**config.mk**
```make
export PLATFORM = sky130hd
export DESIGN_NAME = sbarb_top
export DESIGN_NICKNAME = d
export VERILOG_FILES = /design/src/rtl/sbarb_pkg.sv /design/src/rtl/sbarb_expiry_if.sv /design/src/rtl/sbarb_expiry.sv /design/src/rtl/sbarb_top.sv
export VERILOG_INCLUDE_DIRS = /design/src /design/src/rtl
export SDC_FILE = /design/constraint.sdc
export NUM_CORES = 1
export LEC_CHECK = 0
export BUFFER_PORTS_ARGS = -buffer_cell sky130_fd_sc_hd__buf_2
export CORE_MARGIN = 1
export CORE_UTILIZATION = 55
export CTS_CLUSTER_SIZE = 28
export DETAILED_ROUTE_END_ITERATION = 8
export GPL_TIMING_DRIVEN = 0
export PLACE_DENSITY = 0.78
export SLEW_MARGIN = 20
export SYNTH_ARGS = -nofsm -noshare
export SYNTH_HDL_FRONTEND = slang
export SYNTH_HIERARCHICAL = 1
export SYNTH_SLANG_ARGS = --single-unit
```
**constraint.sdc**
```tcl
create_clock -name CLOCK -period 2.29 [get_ports CLOCK]
set_input_delay 0.229 -clock CLOCK [delete_from_list [all_inputs] [get_ports CLOCK]]
set_output_delay 0.229 -clock CLOCK [all_outputs]
set_load 0.02 [all_outputs]
```
**src/rtl/sbarb_regs.svh**
```systemverilog
// register offsets, reset values, field positions and counts of the secondary bus arbiter
`ifndef SBARB_REGS_SVH
`define SBARB_REGS_SVH

`define SBARB_OFS_VENDOR_A     8'hd9
`define SBARB_OFS_VENDOR_B     8'hda
`define SBARB_OFS_PRIORITY     8'hdc
`define SBARB_OFS_IGNORE       8'hdd
`define SBARB_OFS_EXPIRY_STAT  8'hde

`define SBARB_RST_VENDOR_A     8'h00
`define SBARB_RST_VENDOR_B     8'h00
`define SBARB_RST_PRIORITY     8'h40
`define SBARB_RST_IGNORE       8'h00
`define SBARB_RST_EXPIRY_STAT  8'h00

// grant_priority_control fields
`define SBARB_PRI_PARK_BRIDGE  7
`define SBARB_PRI_BRIDGE_HIGH  6
`define SBARB_PRI_PORT0_HIGH   0

// request_ignore_control fields
`define SBARB_IGN_EXPIRY_EN    7
`define SBARB_IGN_AUTO_MASK    6
`define SBARB_IGN_PORT0        0

// status field
`define SBARB_STAT_PORT0       0

// idle clocks a granted master has to start its frame
`define SBARB_EXPIRY_CLKS      16

`endif

```
**src/rtl/sbarb_pkg.sv**
```systemverilog
// types shared by the secondary bus arbiter modules
package sbarb_pkg;

    // arbitration phase, one-hot
    typedef enum logic [2:0] {
        SBARB_ARB  = 3'b001,
        SBARB_BUSY = 3'b010,
        SBARB_HOLD = 3'b100
    } sbarb_state_t;

    // one-hot master vector: bit 0 port 0, bit 1 the bridge
    typedef logic [1:0] sbarb_master_t;

endpackage

```
**src/rtl/sbarb_expiry_if.sv**
```systemverilog
// link between the arbiter core and its grant expiry counter
`timescale 1ns/1ps
interface sbarb_expiry_if;
    logic run;
    logic expired;
    logic [4:0] count;

    modport ctl (output run, input expired, input count);
    modport cnt (input run, output expired, output count);
endinterface

```
**src/rtl/sbarb_expiry.sv**
```systemverilog
// grant expiry counter: counts idle clocks while a granted master stays silent
`timescale 1ns/1ps
`include "sbarb_regs.svh"
module sbarb_expiry import sbarb_pkg::*; #(
    parameter int LIMIT = `SBARB_EXPIRY_CLKS
) (
    input wire logic clk,
    input wire logic rst,
    sbarb_expiry_if.cnt e
);
    // five count bits and a one-clock registered pulse bound the usable limit
    if (LIMIT < 2 || LIMIT > 31) begin : g_bad_limit
        $error("sbarb_expiry: LIMIT out of range");
    end

    logic [4:0] cnt;
    logic hit;
    logic [4:0] next_cnt;
    logic next_hit;

    // counter restarts whenever the wait is broken, so only a solid idle run expires
    always_comb begin
        next_hit = 1'b0;
        next_cnt = 5'h00;
        if (e.run) begin
            if (cnt == 5'(LIMIT - 1)) begin
                next_hit = 1'b1;
            end else begin
                next_cnt = cnt + 5'h01;
            end
        end
    end

    always_ff @(posedge clk) begin
        if (rst) begin
            cnt <= 5'h00;
            hit <= 1'b0;
        end else begin
            cnt <= next_cnt;
            hit <= next_hit;
        end
    end

    assign e.expired = hit;
    assign e.count = cnt;
endmodule

```
**src/rtl/sbarb_top.sv**
```systemverilog
// secondary bus arbiter: two-tier rotating grant, parking, grant expiry and config bytes
`timescale 1ns/1ps
`include "sbarb_regs.svh"
// Behaviour
// - two priority tiers, rotating fairly among requesters inside each tier
// - after reset only the bridge sits in the high tier
// - idle bus parks on bridge when park bit set, else on last owner
// - bridge tier bit: 1 high tier (default), 0 low tier
// - port 0 tier bit: 1 high tier, 0 low tier (default)
// - expiry enable gives a 16 clock limit; clear disables expiry detection
// - granted port 0 must start a frame within the limit, else non-responding; the bridge grant never expires
// - auto-mask bit masks the request of a master that expired
// - port 0 ignore bit makes the arbiter disregard request input 0
// - control bits return to their reset values on RST or on fundamental reset, from link or global reset
// - priority byte at DCh, reset 40h
// - ignore byte at DDh, reset 00h
// - vendor byte DAh is read-only and returns 00h
// - expiry sets port 0 flag in status byte DEh; reading clears it
module sbarb_top import sbarb_pkg::*; #(
    parameter int EXPIRY_CLKS = `SBARB_EXPIRY_CLKS
) (
    // clock and reset
    input wire logic CLOCK,
    input wire logic RST,
    input wire logic LINK_RESET_N,
    input wire logic GLOBAL_RESET_N,
    // secondary bus
    input wire logic REQ0_N,
    input wire logic FRAME_N,
    input wire logic IRDY_N,
    output logic GNT0_N,
    // bridge master side
    input wire logic BRIDGE_REQ,
    output logic BRIDGE_GNT,
    // configuration byte access
    input wire logic [7:0] CFG_ADDR,
    input wire logic CFG_WR,
    input wire logic CFG_RD,
    input wire logic [7:0] CFG_WDATA,
    output logic [7:0] CFG_RDATA
);
    if (EXPIRY_CLKS != `SBARB_EXPIRY_CLKS) begin : g_bad_expiry
        $error("sbarb_top: expiry limit is fixed by the register definition");
    end

    // ------------------------------------------------------------
    // fundamental reset from the reset pins
    // ------------------------------------------------------------
    logic [2:0] link_s;
    logic [2:0] glob_s;
    logic link_lvl;
    logic glob_lvl;
    logic next_link_lvl;
    logic next_glob_lvl;
    logic fundamental_reset_n;
    logic cfg_clear;

    always_comb begin
        next_link_lvl = (link_s[1] == link_s[2]) ? link_s[2] : link_lvl;
        next_glob_lvl = (glob_s[1] == glob_s[2]) ? glob_s[2] : glob_lvl;
    end

    always_ff @(posedge CLOCK) begin
        if (RST) begin
            link_s <= 3'h0;
            glob_s <= 3'h0;
            link_lvl <= 1'b0;
            glob_lvl <= 1'b0;
        end else begin
            link_s <= {link_s[1:0], LINK_RESET_N};
            glob_s <= {glob_s[1:0], GLOBAL_RESET_N};
            link_lvl <= next_link_lvl;
            glob_lvl <= next_glob_lvl;
        end
    end

    assign fundamental_reset_n = link_lvl & glob_lvl;
    assign cfg_clear = RST | ~fundamental_reset_n;

    // ------------------------------------------------------------
    // arbitration
    // ------------------------------------------------------------
    sbarb_expiry_if ex ();
    sbarb_expiry #(.LIMIT(EXPIRY_CLKS)) u_expiry (.clk(CLOCK), .rst(cfg_clear), .e(ex.cnt));

    logic [7:0] vendor_a;
    logic [7:0] pri_ctl;
    logic [7:0] ign_ctl;
    logic port0_expiry_flag;
    sbarb_state_t state;
    sbarb_master_t grant;
    sbarb_master_t last;
    sbarb_state_t next_state;
    sbarb_master_t next_grant;
    sbarb_master_t next_last;
    sbarb_master_t req;
    sbarb_master_t high;
    sbarb_master_t winner;
    sbarb_master_t park;
    logic bus_idle;

    // rotate: the requester not served last goes first
    function automatic sbarb_master_t pick(input sbarb_master_t r, input sbarb_master_t prev);
        sbarb_master_t p;
        p = 2'h0;
        if (r == 2'h3) begin
            p = (prev == 2'h2) ? 2'h1 : 2'h2;
        end else begin
            p = r;
        end
        return p;
    endfunction

    assign bus_idle = FRAME_N & IRDY_N;
    assign req = {BRIDGE_REQ, ~REQ0_N & ~ign_ctl[`SBARB_IGN_PORT0]};
    assign high = {pri_ctl[`SBARB_PRI_BRIDGE_HIGH], pri_ctl[`SBARB_PRI_PORT0_HIGH]};
    assign park = pri_ctl[`SBARB_PRI_PARK_BRIDGE] ? 2'h2 : last;
    assign ex.run = (state == SBARB_ARB) && grant[0] && req[0] && bus_idle
        && ign_ctl[`SBARB_IGN_EXPIRY_EN];

    always_comb begin
        if ((req & high) != 2'h0) begin
            winner = pick(req & high, last);
        end else begin
            winner = pick(req & ~high, last);
        end
        next_state = state;
        next_grant = grant;
        next_last = last;
        case (state)
            SBARB_ARB: begin
                if (ex.expired) begin
                    // silent master loses its turn; no master is granted until re-arbitration after the hold cycle
                    next_grant = 2'h0;
                    next_last = 2'h1;
                    next_state = SBARB_HOLD;
                end else if (!FRAME_N) begin
                    next_last = (grant != 2'h0) ? grant : last;
                    next_state = SBARB_BUSY;
                end else if (bus_idle) begin
                    next_grant = (req != 2'h0) ? winner : park;
                end
            end
            SBARB_BUSY: begin
                if (bus_idle) begin
                    next_state = SBARB_ARB;
                end
            end
            SBARB_HOLD: begin
                // one dead cycle with no grant before re-arbitrating
                next_state = SBARB_ARB;
            end
            default: begin
                next_state = SBARB_ARB;
                next_grant = 2'h2;
            end
        endcase
    end

    always_ff @(posedge CLOCK) begin
        if (cfg_clear) begin
            state <= SBARB_ARB;
            grant <= 2'h2;
            last <= 2'h2;
            GNT0_N <= 1'b1;
            BRIDGE_GNT <= 1'b1;
        end else begin
            state <= next_state;
            grant <= next_grant;
            last <= next_last;
            GNT0_N <= ~next_grant[0];
            BRIDGE_GNT <= next_grant[1];
        end
    end

    // ------------------------------------------------------------
    // configuration bytes
    // ------------------------------------------------------------
    logic [7:0] next_vendor_a;
    logic [7:0] next_pri_ctl;
    logic [7:0] next_ign_ctl;
    logic next_flag;
    logic [7:0] next_rdata;

    function automatic logic hit(input logic [7:0] a, input logic [7:0] ofs);
        return a == ofs;
    endfunction

    always_comb begin
        next_vendor_a = vendor_a;
        next_pri_ctl = pri_ctl;
        next_ign_ctl = ign_ctl;
        next_flag = port0_expiry_flag;
        next_rdata = 8'h00;
        // reserved bits are stored as written; software is trusted to keep them zero
        if (CFG_WR && hit(CFG_ADDR, `SBARB_OFS_VENDOR_A)) begin
            next_vendor_a = CFG_WDATA;
        end
        if (CFG_WR && hit(CFG_ADDR, `SBARB_OFS_PRIORITY)) begin
            next_pri_ctl = CFG_WDATA;
        end
        if (CFG_WR && hit(CFG_ADDR, `SBARB_OFS_IGNORE)) begin
            next_ign_ctl = CFG_WDATA;
        end
        if (CFG_RD) begin
            case (CFG_ADDR)
                `SBARB_OFS_VENDOR_A: next_rdata = vendor_a;
                `SBARB_OFS_VENDOR_B: next_rdata = `SBARB_RST_VENDOR_B;
                `SBARB_OFS_PRIORITY: next_rdata = pri_ctl;
                `SBARB_OFS_IGNORE: next_rdata = ign_ctl;
                `SBARB_OFS_EXPIRY_STAT: next_rdata = {7'h00, port0_expiry_flag};
                default: next_rdata = 8'h00;
            endcase
            if (hit(CFG_ADDR, `SBARB_OFS_EXPIRY_STAT)) begin
                next_flag = 1'b0;
            end
        end
        // hardware set wins over a clear or write in the same cycle
        if (ex.expired) begin
            next_flag = 1'b1;
            if (ign_ctl[`SBARB_IGN_AUTO_MASK]) begin
                next_ign_ctl[`SBARB_IGN_PORT0] = 1'b1;
            end
        end
    end

    always_ff @(posedge CLOCK) begin
        if (cfg_clear) begin
            vendor_a <= `SBARB_RST_VENDOR_A;
            pri_ctl <= `SBARB_RST_PRIORITY;
            ign_ctl <= `SBARB_RST_IGNORE;
            port0_expiry_flag <= 1'b0;
            CFG_RDATA <= 8'h00;
        end else begin
            vendor_a <= next_vendor_a;
            pri_ctl <= next_pri_ctl;
            ign_ctl <= next_ign_ctl;
            port0_expiry_flag <= next_flag;
            CFG_RDATA <= next_rdata;
        end
    end
endmodule

```
# Word level (Yosys, flattened, before mapping)
# Index checks and enable logic that the tools add are counted.
# word_totals
register_bits	56
latchBits	0
mem_bits_rw	0
rom_bits	0
word_cells	92
memories	0
# op_classes
add_sub_neg	1
multipliers	0
div	0
magnitude_cmp	0
n_eq_ne	16
shifts	0
muxes	25
bitwise_logic	13
reduce_logical	20
# ops
op	n
equality test 8 bit (second input constant)	4
case mux 8 bit (4 select lines)	1
2-to-1 mux 2 bit	12
nonzero test 2 bit	6
2-to-1 mux 3 bit	3
logical AND 1 bit	7
2-to-1 mux 1 bit	7
equality test 2 bit (second input constant)	3
NOT 1 bit	6
case mux 3 bit (2 select lines)	1
OR reduction 2 bit	3
adder 5 x 1 -> 5 bit (second input constant)	1
equality test 5 x 4 -> 1 bit (second input constant)	1
bitwise AND 2 bit	2
case mux 2 bit (2 select lines)	1
AND reduction 2 bit	2
bitwise AND 1 bit	3
equality test 3 x 1 -> 1 bit (second input constant)	1
equality test 3 x 2 -> 1 bit (second input constant)	1
equality test 3 bit (second input constant)	1
inequality test 3 x 2 -> 1 bit (second input constant)	1
AND reduction 3 bit	1
OR reduction 3 bit	1
equality test 1 bit	2
4 further kinds	4

# Depth between registers and ports, before layout
# logic_depth
ltp_word	12
mapped_depth	6
depth_no_buf	5

# Hierarchy
# Netlist, hierarchy kept.
# by_module_without_submodules
mod	instances	cells_per_inst	area_per_inst_um2	seq_area_each_um2
sbarb_top	1	216	2080.7	980.9
sbarb_expiry	1	22	240.2	120.1

# Worst setup path before layout
# No wires, ideal clock.
# synth_timing
path_type	reg-to-reg
startpoint	register state[0]
endpoint	register u_expiry.cnt[2] (netlist: u_expiry/e.count[2])
setup_ps	62
t_arrival_ps	1811
required_time_ps	2228
setup_slack_ps	417
stages_incl_launch_ff	7
n_path_buf	1
path_cell_list	dfxtp_1 -> or3b_2 -> clkbuf_1 -> nor4_1 -> and3_1 -> or3b_4 -> nor2_2
# synth_via
elab_chain_cells	7
# synth_lines
element	line	text
start: declaration	sbarb_top.sv:90	sbarb_state_t state;
start signal: assignment	sbarb_top.sv:168	state <= next_state;
equality test 3 x 1 -> 1 bit	sbarb_top.sv:118	assign ex.run = (state == SBARB_ARB) && grant[0] && req[0] && bus_idle
logical AND 1 bit (4 in a row)	sbarb_top.sv:118	
via ex.run	sbarb_expiry_if.sv:4	logic run;
NOT 1 bit (no line)	n/a	
OR reduction 3 bit (no line)	n/a	
end signal: assignment	sbarb_expiry.sv:39	cnt <= next_cnt;
end: declaration	sbarb_expiry.sv:16	logic [4:0] cnt;
# The timed path passes the listed nets, and every way through them passes these cells.
# A chain may end at the register's enable or synchronous reset.

# Final worst setup path
# Ends and elaborated chain as after synthesis.

==> impl_metrics.json <==
{
  "grt_pass1_wl_mm": 7.72,
  "drt_pass1_iterations": 5,
  "critical_path_class": "register to register",
  "cts_resized": 0,
  "core_um2": 4030,
  "fin_nets": 308,
  "tightest_slew_ps": 846,
  "fmax_mhz": 479,
  "synth_edf_count": 0,
  "die_area_um2": 4480,
  "start_util_pct": 57.6,
  "fin_skew_ps": 11.8,
  "cts_root_buf": "clkbuf_8",
  "cts_setup_buffers": 0,
  "syn_inst": 238,
  "synthArstFlopShare_pct": 0,
  "hold_buffers": 0,
  "die_w_um": 67.0,
  "final_cells": 331,
  "dp_cells": 323,
  "cts_max_path_buffers": 2,
  "critPathLaunchType": "register",
  "ir_worst_vdd_mv": 0.537,
  "synth_nets": 266,
  "cts.sinks": 55,
  "layout_commonest_cell": "dfxtp_1",
  "areaGrowthSynthToFinish_pct": 15.2,
  "final_layout_size_suffix_gt1_share_pct": 22.4,
  "status": "finished clean",
  "final_max_slew_viol_count": 0,
  "layout_common_cells": "dfxtp_1 (55), buf_2 (36), nor2_1 (32)",
  "synth_seq_area_share_pct": 47.4,
  "grt_start_max_net_pins": 19,
  "numPortBuffers": 35,
  "finalCritPeriodShare_pct": 91.2,
  "wl_mm": 4.71,
  "relSlewSlack_pct": 43.2,
  "synth_cell_types": 47,
  "rsz0062_at_grt": "no",
  "p_leak_nw": 0.985,
  "drcViolationCount": 0,
  "finalCriticalPeriod_ps": 2090,
  "syn_area_per_cell_um2": 9.75,
  "num_vias": 1848,
  "first_global_vias": 1714,
  "htree_levels": 2,
  "routedWlPerCell_um": 14.2,
  "regArea_um2": 1100,
  "hold_viol": 0,
  "multi_input_area_um2": 1160,
  "hp-class": "primary input to register",
  "yosys_register_bits": 55,
  "cts_tree": "done",
  "setup_viol": 0,
  "antenna_found_initial": 0,
  "place.gp.congestion": 0.854,
  "crit_required_ps": 2550,
  "tns_ps": 0,
  "clk_latency_ps": 310,
  "cp_max_fo": 7,
  "path_clk_slew_ps": 100,
  "end_kind": "register",
  "vias_per_cell": 5.58,
  "ant_nets": 0,
  "rows": 23,
  "syn_area_um2": 2320,
  "synthFlopType": "dfxtp_1",
  "grt.overflow.total": 0,
  "antennaDiodeCount": 0,
  "ys_warn_count": 6,
  "cap_violations": 0,
  "dr.first_iter.drc_count": 104,
  "grt.total_usage_pct": 23.2,
  "fillers": 345,
  "crit_arrival_ps": 2340,
  "num_io_pins": 36,
  "dieHeight_um": 67.0,
  "dpl.hpwl_mm": 3.38,
  "powerDensity_nw_per_um2": 632,
  "numCtsBuffers": 5
}
-- synth_stat cells, types with 4 or more instances --
cell type   n  area [µm²]
inv_1       8        30.0
mux2i_1    16         160
nand2_1    16        60.1
nor2b_1     9        56.3
mux2_2      7        78.8
nand2b_1    4        25.0
o21ai_0    12        60.1
dfxtp_1    55        1100
nand3_1    10        50.1
clkbuf_1    5        18.8
nor2_1     32         120
a21oi_1    12        60.1
a22oi_1     8        60.1
-- cell families after synthesis --
| kind of cell | synth area share, % |
|---|---|
| and+or+nand+nor | 24.7 |
| DFF | 47.4 |
| AOI/OAI and AO/OA | 12.7 |
| muxes | 10.8 |
| buffers and inverters | 2.48 |
| xor gates and xnor gates | 0.755 |
| adders and majority gates | 1.08 |
-- worst paths after layout --
check | startpoint | end | depth (start not counted) | slack, ps
max | state[0] | u_expiry/e.count[2] | 6 | 200
min | LINK_RESET_N | link_s[0] | 2 | 120
max reg2reg | state[0] | u_expiry/e.count[2] | 6 | 200
min reg2reg | u_expiry/e.count[0] | u_expiry/e.count[0] | 1 | 460
-- routing by layer --
| metal | share of wire, % | up-vias | GRT usage (%) | wire length, µm |
|---|---|---|---|---|
| li1 | - | 934 | - | - |
| met1 | 46 | 863 | 29.4 | 2150 |
| met2 | 49 | 44 | 38.1 | 2320 |
| met3 | 4.2 | 7 | 5.48 | 197 |
| met4 | 0.96 | 0 | 8.24 | 45 |
| met5 | 0 | - | 0 | 0 |
-- cell type report --
type	instances	area share [%]
well taps	50	2.34
inverters	8	1.12
repair buffers	35	6.55
flip-flops and latches	55	41.2
clock buffers	5	2.57
plain buffers	7	1.03
clock inverters	3	1.73
multi-input cells	168	43.5
-- power breakdown --
group / total [mW] / leakage, nW / switching, mW / internal (mW)
clock network: 0.651 / 0.0548 / 0.321 / 0.330
registers: 0.962 / 0.444 / 0.00153 / 0.960
logic: 0.0785 / 0.486 / 0.0445 / 0.0340
total: 1.69 / 0.985 / 0.367 / 1.32
-- metrics by stage --
| stage | power (mW) | area, µm² | hold slack, ps | util, % | setup WS, ps |
|---|---|---|---|---|---|
| 2_1_floorplan | 1.02 | 2320 | 298 | - | 417 |
| 3_3_place_gp | 1.06 | 2560 | 418 | 63.5 | 198 |
| 3_5_place_dp | 1.06 | 2560 | 443 | 63.5 | 186 |
| 4_1_cts | 1.70 | 2670 | 123 | 66.4 | 180 |
| 5_1_grt | 1.75 | 2670 | 154 | 66.4 | 57.3 |
| 6_report | 1.69 | 2670 | 121 | 66.4 | 202 |
-- registers in the layout (all words and copies together) (netlist names) --
name,count
link_lvl,1
state,3
GNT0_N,1
u_expiry/e.count,5
BRIDGE_GNT,1
port0_expiry_flag,1
u_expiry/e.expired,1
glob_lvl,1
link_s,3
pri_ctl,8
glob_s,3
grant,1
CFG_RDATA,8
last,2
ign_ctl,8
vendor_a,8
-- critical path, stage by stage (launching register included) --
cell and delay (ps):
dfxtp_1 380, or3b_2 450, clkbuf_1 180, nor4_1 260, and3_1 250, or3b_4 420, nor2_2 100
(Power assumes the default switching activity.)
